## src/rtl/temp_limit_pkg.sv

```systemverilog
/*
 * Shared constants and types for the temperature limit and shutdown logic:
 * register offsets, reset values, channel layout and the packed types that
 * carry temperatures and register accesses between the two design modules.
 * Assumes nothing of its surroundings.
 */
package temp_limit_pkg;

	localparam int unsigned CHANNELS = 4;
	localparam int unsigned FRAC_W   = 3;

	// Register offsets.
	localparam logic [7:0] OFS_INT_HIGH      = 8'h05;
	localparam logic [7:0] OFS_INT_HIGH_ALT  = 8'h0B;
	localparam logic [7:0] OFS_INT_LOW       = 8'h06;
	localparam logic [7:0] OFS_INT_LOW_ALT   = 8'h0C;
	localparam logic [7:0] OFS_R1_HIGH_INT   = 8'h07;
	localparam logic [7:0] OFS_R1_HIGH_ALT   = 8'h0D;
	localparam logic [7:0] OFS_R1_LOW_INT    = 8'h08;
	localparam logic [7:0] OFS_R1_LOW_ALT    = 8'h0E;
	localparam logic [7:0] OFS_SCRATCH_0     = 8'h11;
	localparam logic [7:0] OFS_SCRATCH_1     = 8'h12;
	localparam logic [7:0] OFS_R1_HIGH_FRAC  = 8'h13;
	localparam logic [7:0] OFS_R1_LOW_FRAC   = 8'h14;
	localparam logic [7:0] OFS_R2_HIGH_INT   = 8'h15;
	localparam logic [7:0] OFS_R2_LOW_INT    = 8'h16;
	localparam logic [7:0] OFS_R2_HIGH_FRAC  = 8'h17;
	localparam logic [7:0] OFS_R2_LOW_FRAC   = 8'h18;
	localparam logic [7:0] OFS_R1_CRIT       = 8'h19;
	localparam logic [7:0] OFS_R2_CRIT       = 8'h1A;
	localparam logic [7:0] OFS_FAULT_FLAGS   = 8'h1B;
	localparam logic [7:0] OFS_SHUTDOWN_LINK = 8'h1D;
	localparam logic [7:0] OFS_INT_CRIT      = 8'h20;
	localparam logic [7:0] OFS_HYSTERESIS    = 8'h21;
	localparam logic [7:0] OFS_R3_HIGH_INT   = 8'h2C;
	localparam logic [7:0] OFS_R3_LOW_INT    = 8'h2D;
	localparam logic [7:0] OFS_R3_HIGH_FRAC  = 8'h2E;
	localparam logic [7:0] OFS_R3_LOW_FRAC   = 8'h2F;
	localparam logic [7:0] OFS_R3_CRIT       = 8'h30;

	// Reset values.
	localparam logic [7:0] RST_HIGH_INT   = 8'h55;
	localparam logic [7:0] RST_LOW_INT    = 8'h00;
	localparam logic [7:0] RST_FRAC       = 8'h00;
	localparam logic [7:0] RST_CRIT       = 8'h55;
	localparam logic [7:0] RST_HYSTERESIS = 8'h0A;
	localparam logic [7:0] RST_SCRATCH    = 8'h00;
	localparam logic [3:0] RST_LINK       = 4'h0;
	localparam logic [3:0] RST_FAULT      = 4'h0;

	// Field positions, unmapped read value and target address.
	localparam int unsigned FRAC_LSB       = 5;
	localparam int unsigned FAULT_FIRST    = 1;
	localparam logic [3:0]  FAULT_MASK     = 4'hE;
	localparam logic [7:0]  READ_UNMAPPED  = 8'h00;
	localparam logic [6:0]  TARGET_ADDRESS = 7'h4C;

	// Temperature: integer byte and left-justified three fraction bits.
	typedef struct packed {
		logic [7:0]        whole;
		logic [FRAC_W-1:0] frac;
	} temp_t;

	// One register access from the serial target.
	typedef struct packed {
		logic       wr;
		logic       rd;
		logic [7:0] ptr;
		logic [7:0] data;
	} reg_access_t;

endpackage

```

## src/rtl/smbus_target.sv

```systemverilog
/*
 * Serial management bus target: synchronises the bus pins, finds start and
 * stop conditions, matches the target address and turns write-byte,
 * read-byte, send-byte and receive-byte transfers into register accesses.
 * Assumes the bus clock is far slower than clk_sys_in.
 */
`timescale 1ns/1ps
module smbus_target
#(
	parameter logic [6:0] ADDRESS = temp_limit_pkg::TARGET_ADDRESS
)
(
	// Clock and reset
	input  wire logic                        clk_sys_in,
	input  wire logic                        rst_n_in,
	// Bus pins
	input  wire logic                        scl_in,
	input  wire logic                        sda_in,
	output logic                             sda_out,
	output logic                             sda_oe_out,
	// Register side
	output temp_limit_pkg::reg_access_t      access_out,
	input  wire logic [7:0]                  rd_data_in
);
	import temp_limit_pkg::*;

	typedef enum logic [2:0] {
		ST_IDLE = 3'b000,
		ST_RX   = 3'b001,
		ST_ACK  = 3'b011,
		ST_TX   = 3'b010,
		ST_RACK = 3'b110
	} bus_state_t;

	logic [1:0] scl_sync_q;
	logic [1:0] sda_sync_q;
	logic       scl_prev_q;
	logic       sda_prev_q;
	logic       scl_rise;
	logic       scl_fall;
	logic       start_cond;
	logic       stop_cond;
	bus_state_t state_q;
	logic [7:0] shift_q;
	logic [3:0] bit_q;
	logic [1:0] byte_q;
	logic       read_q;
	logic       nack_q;
	logic [7:0] ptr_q;
	logic       wr_q;
	logic       rd_q;
	logic [7:0] wr_data_q;

	always_ff @(posedge clk_sys_in)
	begin
		if (!rst_n_in)
		begin
			scl_sync_q <= 2'h3;
			sda_sync_q <= 2'h3;
			scl_prev_q <= 1'b1;
			sda_prev_q <= 1'b1;
		end
		else
		begin
			scl_sync_q <= {scl_sync_q[0], scl_in};
			sda_sync_q <= {sda_sync_q[0], sda_in};
			scl_prev_q <= scl_sync_q[1];
			sda_prev_q <= sda_sync_q[1];
		end
	end

	assign scl_rise   = scl_sync_q[1] & ~scl_prev_q;
	assign scl_fall   = ~scl_sync_q[1] & scl_prev_q;
	assign start_cond = scl_sync_q[1] & scl_prev_q & sda_prev_q & ~sda_sync_q[1];
	assign stop_cond  = scl_sync_q[1] & scl_prev_q & ~sda_prev_q & sda_sync_q[1];

	always_ff @(posedge clk_sys_in)
	begin
		if (!rst_n_in)
		begin
			state_q   <= ST_IDLE;
			shift_q   <= 8'h00;
			bit_q     <= 4'h0;
			byte_q    <= 2'h0;
			read_q    <= 1'b0;
			nack_q    <= 1'b0;
			ptr_q     <= 8'h00;
			wr_q      <= 1'b0;
			rd_q      <= 1'b0;
			wr_data_q <= 8'h00;
		end
		else
		begin
			wr_q <= 1'b0;
			rd_q <= 1'b0;
			if (start_cond)
			begin
				state_q <= ST_RX;
				bit_q   <= 4'h0;
				byte_q  <= 2'h0;
			end
			else if (stop_cond)
				state_q <= ST_IDLE;
			else
			begin
				unique case (state_q)
					ST_IDLE: ;
					ST_RX:
					begin
						if (scl_rise)
						begin
							shift_q <= {shift_q[6:0], sda_sync_q[1]};
							bit_q   <= bit_q + 4'h1;
						end
						else if (scl_fall && bit_q == 4'h8)
						begin
							bit_q   <= 4'h0;
							state_q <= ST_ACK;
							if (byte_q == 2'h0)
							begin
								read_q <= shift_q[0];
								if (shift_q[7:1] != ADDRESS)
									state_q <= ST_IDLE;
							end
							else if (byte_q == 2'h1)
								ptr_q <= shift_q;
							else
							begin
								wr_q      <= 1'b1;
								wr_data_q <= shift_q;
							end
						end
					end
					ST_ACK:
					begin
						if (scl_fall)
						begin
							if (byte_q != 2'h3)
								byte_q <= byte_q + 2'h1;
							if (byte_q == 2'h0 && read_q)
							begin
								state_q <= ST_TX;
								shift_q <= rd_data_in;
								rd_q    <= 1'b1;
							end
							else
								state_q <= ST_RX;
						end
					end
					ST_TX:
					begin
						if (scl_fall)
						begin
							if (bit_q == 4'h7)
							begin
								bit_q   <= 4'h0;
								state_q <= ST_RACK;
							end
							else
							begin
								bit_q   <= bit_q + 4'h1;
								shift_q <= {shift_q[6:0], 1'b0};
							end
						end
					end
					ST_RACK:
					begin
						if (scl_rise)
							nack_q <= sda_sync_q[1];
						else if (scl_fall)
						begin
							if (nack_q)
								state_q <= ST_IDLE;
							else
							begin
								state_q <= ST_TX;
								shift_q <= rd_data_in;
								rd_q    <= 1'b1;
							end
						end
					end
					default: state_q <= ST_IDLE;
				endcase
			end
		end
	end

	// The pin is only ever pulled low; a one is sent by releasing it.
	assign sda_out    = 1'b0;
	assign sda_oe_out = (state_q == ST_ACK) | ((state_q == ST_TX) & ~shift_q[7]);

	assign access_out = '{wr: wr_q, rd: rd_q, ptr: ptr_q, data: wr_data_q};

endmodule

```

## src/rtl/temp_limit_shutdown.sv

```systemverilog
/*
 * Limit comparison and shutdown logic of a four-channel temperature
 * monitor, with its register file reached over the serial management bus.
 * Assumes the conversion engine presents each stored result with a one-cycle
 * strobe on clk_sys_in, and that the status logic outside clears the
 * per-channel status flags with a one-cycle pulse.
 */
`timescale 1ns/1ps
// Operation
// - Temperature above high limit sets that channel's high flag and alert.
// - Temperature at or below low limit sets low flag and alert.
// - Every channel has its own high and low limit.
// - Doubly mapped limit registers are one register at both addresses.
// - Two scratch registers reset to zero and return what was written.
// - Temperature above critical limit drives shutdown only when linked.
// - Fault flags bits 3..1 name the faulty remote diode; others read zero.
// - Reading the fault flags returns them then clears all but faults reported in the clear cycle.
// - Link register holds one enable per channel, all reset to zero.
// - Each linked channel compares against its own critical limit.
// - Unlinked channel above critical sets status but never shutdown.
// - Shutdown holds until temperature falls below critical minus hysteresis.
// - Linked requests are combined with the hardware shutdown source.
// - Range zero is plain binary, range one offset binary.
// - Temperatures are eleven bits: integer byte plus three fraction bits.
module temp_limit_shutdown
#(
	parameter int unsigned CH     = temp_limit_pkg::CHANNELS,
	parameter logic [6:0] ADDRESS = temp_limit_pkg::TARGET_ADDRESS
)
(
	// Clock and reset
	input  wire logic                             clk_sys_in,
	input  wire logic                             rst_n_in,
	// Serial management bus pins
	input  wire logic                             scl_in,
	input  wire logic                             sda_in,
	output logic                                  sda_out,
	output logic                                  sda_oe_out,
	// Conversion results
	input  wire temp_limit_pkg::temp_t [CH-1:0]   temp_in,
	input  wire logic [CH-1:0]                    temp_valid_in,
	input  wire logic [CH-1:0]                    diode_fault_in,
	input  wire logic                             range_in,
	// Status logic
	input  wire logic                             status_clear_in,
	input  wire logic                             hw_shutdown_in,
	output logic [CH-1:0]                         high_status_out,
	output logic [CH-1:0]                         low_status_out,
	output logic [CH-1:0]                         critical_status_out,
	output logic                                  fault_summary_out,
	// System pins
	output logic                                  alert_out_n,
	output logic                                  shutdown_out_n
);
	import temp_limit_pkg::*;

	reg_access_t access;
	logic [7:0]  rd_data;
	logic [7:0]  high_int_q [CH];
	logic [7:0]  high_frac_q [CH];
	logic [7:0]  low_int_q [CH];
	logic [7:0]  low_frac_q [CH];
	logic [7:0]  crit_q [CH];
	logic [7:0]  hyst_q;
	logic [7:0]  scratch_q [2];
	logic [3:0]  link_q;
	logic [3:0]  fault_q;
	logic [CH-1:0] high_q;
	logic [CH-1:0] low_q;
	logic [CH-1:0] crit_stat_q;
	logic [CH-1:0] shut_q;
	logic        range_q;
	logic        alert_n_q;
	logic        shutdown_n_q;

	smbus_target #(
		.ADDRESS    (ADDRESS)
	) u_target (
		.clk_sys_in (clk_sys_in),
		.rst_n_in   (rst_n_in),
		.scl_in     (scl_in),
		.sda_in     (sda_in),
		.sda_out    (sda_out),
		.sda_oe_out (sda_oe_out),
		.access_out (access),
		.rd_data_in (rd_data)
	);

	// Register writes; the alias offsets decode to the same flops.
	always_ff @(posedge clk_sys_in)
	begin
		if (!rst_n_in)
		begin
			for (int i = 0; i < CH; i++)
			begin
				high_int_q[i]  <= RST_HIGH_INT;
				high_frac_q[i] <= RST_FRAC;
				low_int_q[i]   <= RST_LOW_INT;
				low_frac_q[i]  <= RST_FRAC;
				crit_q[i]      <= RST_CRIT;
			end
			hyst_q       <= RST_HYSTERESIS;
			scratch_q[0] <= RST_SCRATCH;
			scratch_q[1] <= RST_SCRATCH;
			link_q       <= RST_LINK;
		end
		else if (access.wr)
		begin
			unique case (access.ptr)
				OFS_INT_HIGH, OFS_INT_HIGH_ALT: high_int_q[0] <= access.data;
				OFS_INT_LOW, OFS_INT_LOW_ALT:   low_int_q[0]  <= access.data;
				OFS_R1_HIGH_INT, OFS_R1_HIGH_ALT: high_int_q[1] <= access.data;
				OFS_R1_LOW_INT, OFS_R1_LOW_ALT:   low_int_q[1]  <= access.data;
				OFS_R1_HIGH_FRAC: high_frac_q[1] <= {access.data[7:FRAC_LSB], 5'h00};
				OFS_R1_LOW_FRAC:  low_frac_q[1]  <= {access.data[7:FRAC_LSB], 5'h00};
				OFS_R2_HIGH_INT:  high_int_q[2]  <= access.data;
				OFS_R2_LOW_INT:   low_int_q[2]   <= access.data;
				OFS_R2_HIGH_FRAC: high_frac_q[2] <= {access.data[7:FRAC_LSB], 5'h00};
				OFS_R2_LOW_FRAC:  low_frac_q[2]  <= {access.data[7:FRAC_LSB], 5'h00};
				OFS_R3_HIGH_INT:  high_int_q[3]  <= access.data;
				OFS_R3_LOW_INT:   low_int_q[3]   <= access.data;
				OFS_R3_HIGH_FRAC: high_frac_q[3] <= {access.data[7:FRAC_LSB], 5'h00};
				OFS_R3_LOW_FRAC:  low_frac_q[3]  <= {access.data[7:FRAC_LSB], 5'h00};
				OFS_INT_CRIT:     crit_q[0]      <= access.data;
				OFS_R1_CRIT:      crit_q[1]      <= access.data;
				OFS_R2_CRIT:      crit_q[2]      <= access.data;
				OFS_R3_CRIT:      crit_q[3]      <= access.data;
				OFS_HYSTERESIS:   hyst_q         <= access.data;
				OFS_SCRATCH_0:    scratch_q[0]   <= access.data;
				OFS_SCRATCH_1:    scratch_q[1]   <= access.data;
				OFS_SHUTDOWN_LINK: link_q        <= access.data[3:0];
				default: ;
			endcase
		end
	end

	// Register reads; unmapped offsets and reserved bits read zero.
	always_comb
	begin
		unique case (access.ptr)
			OFS_INT_HIGH, OFS_INT_HIGH_ALT:   rd_data = high_int_q[0];
			OFS_INT_LOW, OFS_INT_LOW_ALT:     rd_data = low_int_q[0];
			OFS_R1_HIGH_INT, OFS_R1_HIGH_ALT: rd_data = high_int_q[1];
			OFS_R1_LOW_INT, OFS_R1_LOW_ALT:   rd_data = low_int_q[1];
			OFS_R1_HIGH_FRAC:  rd_data = high_frac_q[1];
			OFS_R1_LOW_FRAC:   rd_data = low_frac_q[1];
			OFS_R2_HIGH_INT:   rd_data = high_int_q[2];
			OFS_R2_LOW_INT:    rd_data = low_int_q[2];
			OFS_R2_HIGH_FRAC:  rd_data = high_frac_q[2];
			OFS_R2_LOW_FRAC:   rd_data = low_frac_q[2];
			OFS_R3_HIGH_INT:   rd_data = high_int_q[3];
			OFS_R3_LOW_INT:    rd_data = low_int_q[3];
			OFS_R3_HIGH_FRAC:  rd_data = high_frac_q[3];
			OFS_R3_LOW_FRAC:   rd_data = low_frac_q[3];
			OFS_INT_CRIT:      rd_data = crit_q[0];
			OFS_R1_CRIT:       rd_data = crit_q[1];
			OFS_R2_CRIT:       rd_data = crit_q[2];
			OFS_R3_CRIT:       rd_data = crit_q[3];
			OFS_HYSTERESIS:    rd_data = hyst_q;
			OFS_SCRATCH_0:     rd_data = scratch_q[0];
			OFS_SCRATCH_1:     rd_data = scratch_q[1];
			OFS_SHUTDOWN_LINK: rd_data = {4'h0, link_q};
			OFS_FAULT_FLAGS:   rd_data = {4'h0, fault_q & FAULT_MASK};
			default:           rd_data = READ_UNMAPPED;
		endcase
	end

	// A fault reported in the cycle the flags are read survives the clear.
	always_ff @(posedge clk_sys_in)
	begin
		if (!rst_n_in)
			fault_q <= RST_FAULT;
		else
		begin
			logic [3:0] set_v;
			set_v = (temp_valid_in[3:0] & diode_fault_in[3:0]) & FAULT_MASK;
			if (access.rd && access.ptr == OFS_FAULT_FLAGS)
				fault_q <= set_v;
			else
				fault_q <= fault_q | set_v;
		end
	end

	// The range bit only selects how software reads the codes; offset binary
	// keeps unsigned order, so one unsigned comparator serves both ranges.
	always_ff @(posedge clk_sys_in)
	begin
		if (!rst_n_in)
			range_q <= 1'b0;
		else
			range_q <= range_in;
	end

	generate
		for (genvar c = 0; c < CH; c++)
		begin : g_channel
			temp_t t;
			temp_t high_lim;
			temp_t low_lim;
			temp_t crit_lim;
			temp_t release_lim;
			logic  over_high;
			logic  at_low;
			logic  over_crit;
			logic  below_release;

			assign t        = temp_in[c];
			// The internal channel keeps no fraction bytes, so its limits are whole.
			assign high_lim = '{whole: high_int_q[c],
				frac: (c == 0) ? 3'h0 : high_frac_q[c][7:FRAC_LSB]};
			assign low_lim  = '{whole: low_int_q[c],
				frac: (c == 0) ? 3'h0 : low_frac_q[c][7:FRAC_LSB]};
			assign crit_lim = '{whole: crit_q[c], frac: 3'h0};
			// Saturate so a hysteresis above the limit cannot wrap upward.
			assign release_lim = '{whole: (crit_q[c] > hyst_q) ? 8'(crit_q[c] - hyst_q)
				: 8'h00, frac: 3'h0};

			assign over_high     = t > high_lim;
			assign at_low        = t <= low_lim;
			assign over_crit     = t > crit_lim;
			assign below_release = t < release_lim;

			always_ff @(posedge clk_sys_in)
			begin
				if (!rst_n_in)
				begin
					high_q[c]      <= 1'b0;
					low_q[c]       <= 1'b0;
					crit_stat_q[c] <= 1'b0;
				end
				else
				begin
					// A new result wins over a clear in the same cycle.
					high_q[c]      <= (high_q[c] & ~status_clear_in)
						| (temp_valid_in[c] & over_high);
					low_q[c]       <= (low_q[c] & ~status_clear_in)
						| (temp_valid_in[c] & at_low);
					crit_stat_q[c] <= (crit_stat_q[c] & ~status_clear_in)
						| (temp_valid_in[c] & over_crit);
				end
			end

			always_ff @(posedge clk_sys_in)
			begin
				if (!rst_n_in)
					shut_q[c] <= 1'b0;
				else if (!link_q[c])
					shut_q[c] <= 1'b0;
				else if (temp_valid_in[c])
				begin
					if (over_crit)
						shut_q[c] <= 1'b1;
					else if (below_release)
						shut_q[c] <= 1'b0;
				end
			end
		end
	endgenerate

	always_ff @(posedge clk_sys_in)
	begin
		if (!rst_n_in)
		begin
			alert_n_q    <= 1'b1;
			shutdown_n_q <= 1'b1;
		end
		else
		begin
			alert_n_q    <= ~(|high_q | |low_q | |fault_q);
			shutdown_n_q <= ~(|(shut_q & link_q[CH-1:0]) | hw_shutdown_in);
		end
	end

	assign high_status_out     = high_q;
	assign low_status_out      = low_q;
	assign critical_status_out = crit_stat_q;
	assign fault_summary_out   = |fault_q;
	assign alert_out_n         = alert_n_q;
	assign shutdown_out_n      = shutdown_n_q;

endmodule

```

## config.mk

```make
export PLATFORM = sky130hd
export DESIGN_NAME = temp_limit_shutdown
export DESIGN_NICKNAME = d
export VERILOG_FILES = /design/src/rtl/temp_limit_pkg.sv /design/src/rtl/smbus_target.sv /design/src/rtl/temp_limit_shutdown.sv
export SDC_FILE = /design/constraint.sdc
export NUM_CORES = 1
export LEC_CHECK = 0
export BUFFER_PORTS_ARGS = -buffer_cell sky130_fd_sc_hd__buf_2
export CORE_MARGIN = 10
export CORE_UTILIZATION = 50
export CTS_BUF_LIST = sky130_fd_sc_hd__clkbuf_16
export CTS_CLUSTER_SIZE = 30
export DETAILED_ROUTE_END_ITERATION = 10
export GPL_ROUTABILITY_DRIVEN = 0
export PLACE_DENSITY = 0.67
export SLEW_MARGIN = 5
export SYNTH_ARGS = -nofsm -noshare
export SYNTH_HDL_FRONTEND = slang
export SYNTH_SLANG_ARGS = --single-unit
```

## constraint.sdc

```tcl
create_clock -name clk_sys_in -period 7.5 [get_ports clk_sys_in]
set_clock_uncertainty 0.05 [all_clocks]
set_input_delay 2.25 -clock clk_sys_in [delete_from_list [all_inputs] [get_ports clk_sys_in]]
set_output_delay 2.25 -clock clk_sys_in [all_outputs]
set_load 0.05 [all_outputs]
```

### After elaboration in Yosys (flattened, before gate mapping)

Memory sizes are Yosys's and may differ from the RTL's.
Index checks and enable logic that the tools add are counted.

* register bits after elaboration: 77
* memory bits (writable): 136
* memories: 6

* add/sub/neg operators: 6
* magnitude comparators: 20
* eq/ne operators: 56
* muxes and demuxes: 150
* bitwise operators: 88
* reduce and logical (&&, ||, !) cells: 42

Memory list
* crit_q: words 4, bits a word 8, rd ports 4, clocked after Yosys merged registers in 0, write ports 4, RTL line temp_limit_shutdown.sv:63 `logic [7:0] crit_q [CH];`
* high_int_q: words 4, bits a word 8, rd ports 4, clocked after Yosys merged registers in 0, write ports 4, RTL line temp_limit_shutdown.sv:59 `logic [7:0] high_int_q [CH];`
* low_int_q: words 4, bits a word 8, rd ports 4, clocked after Yosys merged registers in 0, write ports 4, RTL line temp_limit_shutdown.sv:61 `logic [7:0] low_int_q [CH];`
* scratch_q: words 2, bits a word 8, rd ports 2, clocked after Yosys merged registers in 0, write ports 2, RTL line temp_limit_shutdown.sv:65 `logic [7:0] scratch_q [2];`
* high_frac_q: words 4, bits a word 3, rd ports 3, clocked after Yosys merged registers in 0, write ports 4, RTL line temp_limit_shutdown.sv:60 `logic [7:0] high_frac_q [CH];`
* low_frac_q: words 4, bits a word 3, rd ports 3, clocked after Yosys merged registers in 0, write ports 4, RTL line temp_limit_shutdown.sv:62 `logic [7:0] low_frac_q [CH];`

Operator list (number)
* 8-bit 2-to-1 mux: 26
* 8-bit one-hot mux with 23 select lines: 1
* 1-bit 2-to-1 mux: 97
* 8-bit by 5-bit == test with 1-bit output (second input constant): 12
* 11-bit greater-than comparator: 8
* 8-bit by 6-bit == test with 1-bit output (second input constant): 7
* 11-bit <= comparator: 4
* 11-bit less-than comparator: 4
* 3-bit 2-to-1 mux: 14
* 8-bit by 4-bit == test with 1-bit output (second input constant): 5
* 1-bit bitwise OR: 36
* 1-bit AND: 32
* 8-bit greater-than comparator: 4
* 8-bit one-hot mux with 4 select lines: 1
* 8-bit subtractor: 4
* 8-bit by 3-bit == test with 1-bit output (second input constant): 3
* 4-bit 2-to-1 mux: 5
* 4-bit by 1-bit != test with 1-bit output (second input constant): 5
* 2-bit AND reduction: 10
* 1-bit NOT: 17
* 8-bit AND reduction: 2
* 4-bit OR reduction: 4
* 3-bit one-hot mux with 5 select lines: 1
* 2-bit by 1-bit != test with 1-bit output (second input constant): 7
* 29 further kinds: 53

### Logic depth before layout (Yosys ltp)

* depth in word-level cells: 8
* gate-level depth with buffers: 15

### Modules after synthesis

A second synthesis with hierarchy kept.

* cells, all modules: 1627
* area total of the unflattened synthesis: 15064.4 um2

Modules (own cells, without submodules)
* temp_limit_shutdown: times used 1, cells an instance 1381, area each 12814.8 um2
* smbus_target: times used 1, cells an instance 246, area each 2249.7 um2

### Worst setup path after synthesis

No wires, ideal clock.

* kind: reg-to-output
* start: register u_target.state_q[0]
* end: output port sda_oe_out
* data arrival time: 1.826 ns
* slack: 3.374 ns
* stages on the path, launching flop included: 5
* cells stage by stage: dfxtp_1 -> clkbuf_1 -> nor2b_1 -> nand2_1 -> o21ai_0

* cells in the longest elaborated chain, start to end: 3
* elaborated cells on any way between the ends: 4
* those cells by class: eq/ne (2); bitwise (2)

Ends and longest elaborated chain
* from (decl): RTL line smbus_target.sv:43 `bus_state_t state_q;`
* from (signal assigned): RTL line smbus_target.sv:81 `state_q <= ST_IDLE;`
* from (signal assigned): RTL line smbus_target.sv:98 `state_q <= ST_RX;`
* from (signal assigned): RTL line smbus_target.sv:103 `state_q <= ST_IDLE;`
* 3-bit by 2-bit == test with 1-bit output: RTL line smbus_target.sv:190 `assign sda_oe_out = (state_q == ST_ACK) | ((state_q == ST_TX) & ~shift_q[7]);`
* 1-bit AND: RTL line smbus_target.sv:190
* 1-bit bitwise OR (*): RTL line smbus_target.sv:190
* to (decl): RTL line temp_limit_shutdown.sv:38 `output logic sda_oe_out,`

Mark *: on every way between the ends. The rest lies on a longest branch, timed or not.

### Final worst setup path

* start: register u_target.state_q[1]
* end: output port sda_oe_out

Same word-level chain as after synthesis.

==> metrics.md <==
| Metric | Value |
|---|---|
| Clk sinks | `206` |
| Worst-path clk slew | `about 0.06 ns` |
| Setup crit end kind | `primary output` |
| Post-route ant nets | `0` |
| Leakage power | `6.78 nW` |
| DP Wirelength | `between 30000 and 40000 um` |
| Critical path's largest stage delay | `about 0.6 ns` |
| Die area | `approximately 37000 um2` |
| First-pass GRT wire length | `around 72000 um` |
| Final Hold Viols | `0` |
| Largest net degree at the start of global routing | `38` |
| YS warnings | `0` |
| Postcts setup bufs | `0` |
| Post-cts sizing count | `0` |
| TritonCTS buffer count | `24` |
| Htree depth | `1` |
| Wire per inst | `23.5 um` |
| WS Path Type | `reg2out` |
| Layout cells sized above 1 | `0.0932` |
| Final period util | `0.570` |
| Vias in the first global route | `12300` |
| Max Freq | `between 0.2 and 0.25 GHz` |
| Area Overhead vs Synth | `9.53%` |
| Port Buffer Count | `just over 70` |
| Clock Latency Late Sink | `around 0.53 ns` |
| Distinct cells, synth | `96` |
| Vias per inst | `around 6.3` |
| Die width | `approximately 190 um` |
| Slew headroom | `0.193` |
| PwrDens | `about 170 nW/um2` |
| Crit-path max FO | `16` |
| Startpoint types | `flop` |
| Core footprint | `roughly 30000 um2` |
| Grt ovf | `0` |
| Layout Nets | `roughly 1900` |
| Post-Syn Area | `approximately 15000 um2` |
| Die height | `about 190 um` |
| R2R setup slack | `~3.3 ns` |
| Worst reg2reg path endpoint | `shut_q[1]` |
| # DRC | `0` |
| Most common cell after layout, fill and taps aside | `ha_1` |
| # Max-Cap Violations | `0` |
| Most frequent cells in the layout | `179 x ha_1, 158 x inv_1, 130 x edfxtp_1, 90 x nand2_1, 88 x nor2_1` |
| Mapped Cells | `about 1600` |
| Initial antenna violation count | `0` |
| Slack of the critical path | `3.23 ns` |
| Levels on crit path | `4` |
| Max-slew violations | `0` |
| Setup TNS | `0 ns` |
| Primary FF master, synth | `edfxtp_1` |
| WP buf/inv | `1` |
| R2R depth | `14` |
| Hold_buf cts | `0` |
| Slew at the pin closest to its max-slew limit | `1.20 ns` |
| I/O pins | `76` |
| Syn Area/Cell | `approximately 9.4 um2` |
| Syn nets | `around 1800` |
| Global Route Usage Sum | `0.252` |
| CP Launch Point | `u_target.state_q[1]` |
| CTS tree | `done` |
| Crit-path slowest cell | `dfxtp_1` |
| Synth Register Bits | `slightly above 200` |
| Initial core utilization | `0.506` |
| Delay-heaviest family, CP | `flip-flops` |
| Total routed wirelength | `48300 um` |
| Power Total | `between 2 and 3 mW` |
| Sequential element share of the synthesized area | `0.362` |
| Rows | `63` |
| Outcome | `finished, final reports clean` |
| CP Data Required Time | `roughly 5.2 ns` |
| Critical Path AT | `roughly 2.0 ns` |
| Routed vias | `around 13000` |
| RSZ-0062 raised after global routing | `false` |
| Crit-path cells | `nor2b_1 > nand2_1 > o21ai_0 > buf_2` |
| Post-route minimum period | `roughly 4.3 ns` |
| Post-synth EDFFs | `130` |
| Dpl ws | `between 3 and 4 ns` |
| Hold Crit Class | `reg2reg` |
| Inserted Diodes | `0` |
| Clk root buf | `clkbuf_16` |
| Worst ir drop on vdd | `0.165 mV` |
| Ys async rst share | `0` |
| Worst setup path end | `sda_oe_out` |
| CTS max path bufs | `3` |
| Final setup vio count | `0` |
| Reg-to-Reg Start | `hyst_q[1]` |
| First-pass DRT Iterations | `6` |
| DRT iter0 DRCs | `between 1500 and 2000` |
final cells by class:
type	instances	area, um2
Clock buffer	25	626
Fill cell	2722	13200
Sequential cell	206	5430
Multi-Input combinational cell	1171	8640
Clock inverter	19	193
Tap cell	390	488
Inverter	158	593
Timing Repair Buffer	84	450
cell usage after synthesis, types with 13 or more instances:
library cell	number	area share
a21o_1	15	0.0075
a21oi_1	48	0.016
a22oi_1	21	0.011
a31oi_1	16	0.0067
and2_1	68	0.028
and3_1	21	0.0088
buf_2	13	0.0043
clkbuf_1	34	0.0085
dfxtp_1	76	0.10
edfxtp_1	130	0.26
ha_1	179	0.15
inv_1	155	0.039
mux2i_1	42	0.028
nand2_1	90	0.023
nand2b_1	62	0.026
nand3_1	49	0.016
nand3b_1	16	0.0080
nand4_1	40	0.017
nor2_1	88	0.022
nor2b_1	45	0.019
nor3_1	29	0.0097
o21a_1	32	0.016
o21ai_0	88	0.029
or3_1	15	0.0063
logic make-up after synthesis:
logic type               Yosys count  share of synthesized area
multiplexers                      51                     0.0356
XOR/XNOR                          11                    0.00768
other                              1                   0.000250
buffers and inverters            222                     0.0622
AO/OA/AOI/OAI                    355                      0.164
AND/OR/NAND/NOR                  570                      0.213
adder cells (fa/ha/maj)          183                      0.155
flip-flops                       206                      0.362
how the worst min path moves through the flow:
stage | depth (start not counted) | endpoint | slack (ns) | startpoint
2_1_floorplan | 1 | u_target.scl_sync_q[1] | 0.34 | u_target.scl_sync_q[0]
3_3_place_gp | 1 | u_target.scl_sync_q[1] | 0.34 | u_target.scl_sync_q[0]
3_5_place_dp | 1 | u_target.scl_sync_q[1] | 0.35 | u_target.scl_sync_q[0]
4_1_cts | 1 | u_target.scl_sync_q[1] | 0.36 | u_target.scl_sync_q[0]
5_1_grt | 1 | u_target.sda_sync_q[1] | 0.38 | u_target.sda_sync_q[0]
6_report | 1 | u_target.scl_sync_q[1] | 0.36 | u_target.scl_sync_q[0]
per-stage QoR:
step,hold WS [ns],util,cells,cell area [um2]
after floorplan,0.336,-,1599,15000
after global placement,0.343,0.526,2009,15600
after detailed placement,0.346,0.526,2009,15600
after CTS,0.360,0.554,2053,16400
after global routing,0.385,0.554,2053,16400
final,0.357,0.554,2053,16400
sequential cells by signal, indices dropped and copies added (netlist names), 8 cells and up:
register,count
high_int_q,32
u_target.wr_data_q,8
u_target.shift_q,8
scratch_q,16
hyst_q,8
high_frac_q,9
low_int_q,32
crit_q,32
u_target.ptr_q,8
low_frac_q,9
layer usage:
layer,GRT usage,vias up,routed length (um)
li1,-,5974,-
met5,0,-,0
met4,0.103,0,2280
met3,0.0379,141,4800
met1,0.333,6167,19600
met2,0.405,673,21600
report_power, final:
part           total [mW]  switching, mW  internal, mW  leakage (nW)
logic               0.256          0.160        0.0965          4.48
clock network        1.22          0.479         0.740         0.407
registers            1.25         0.0224          1.22          1.89
Power figures use the tool's default switching activity.
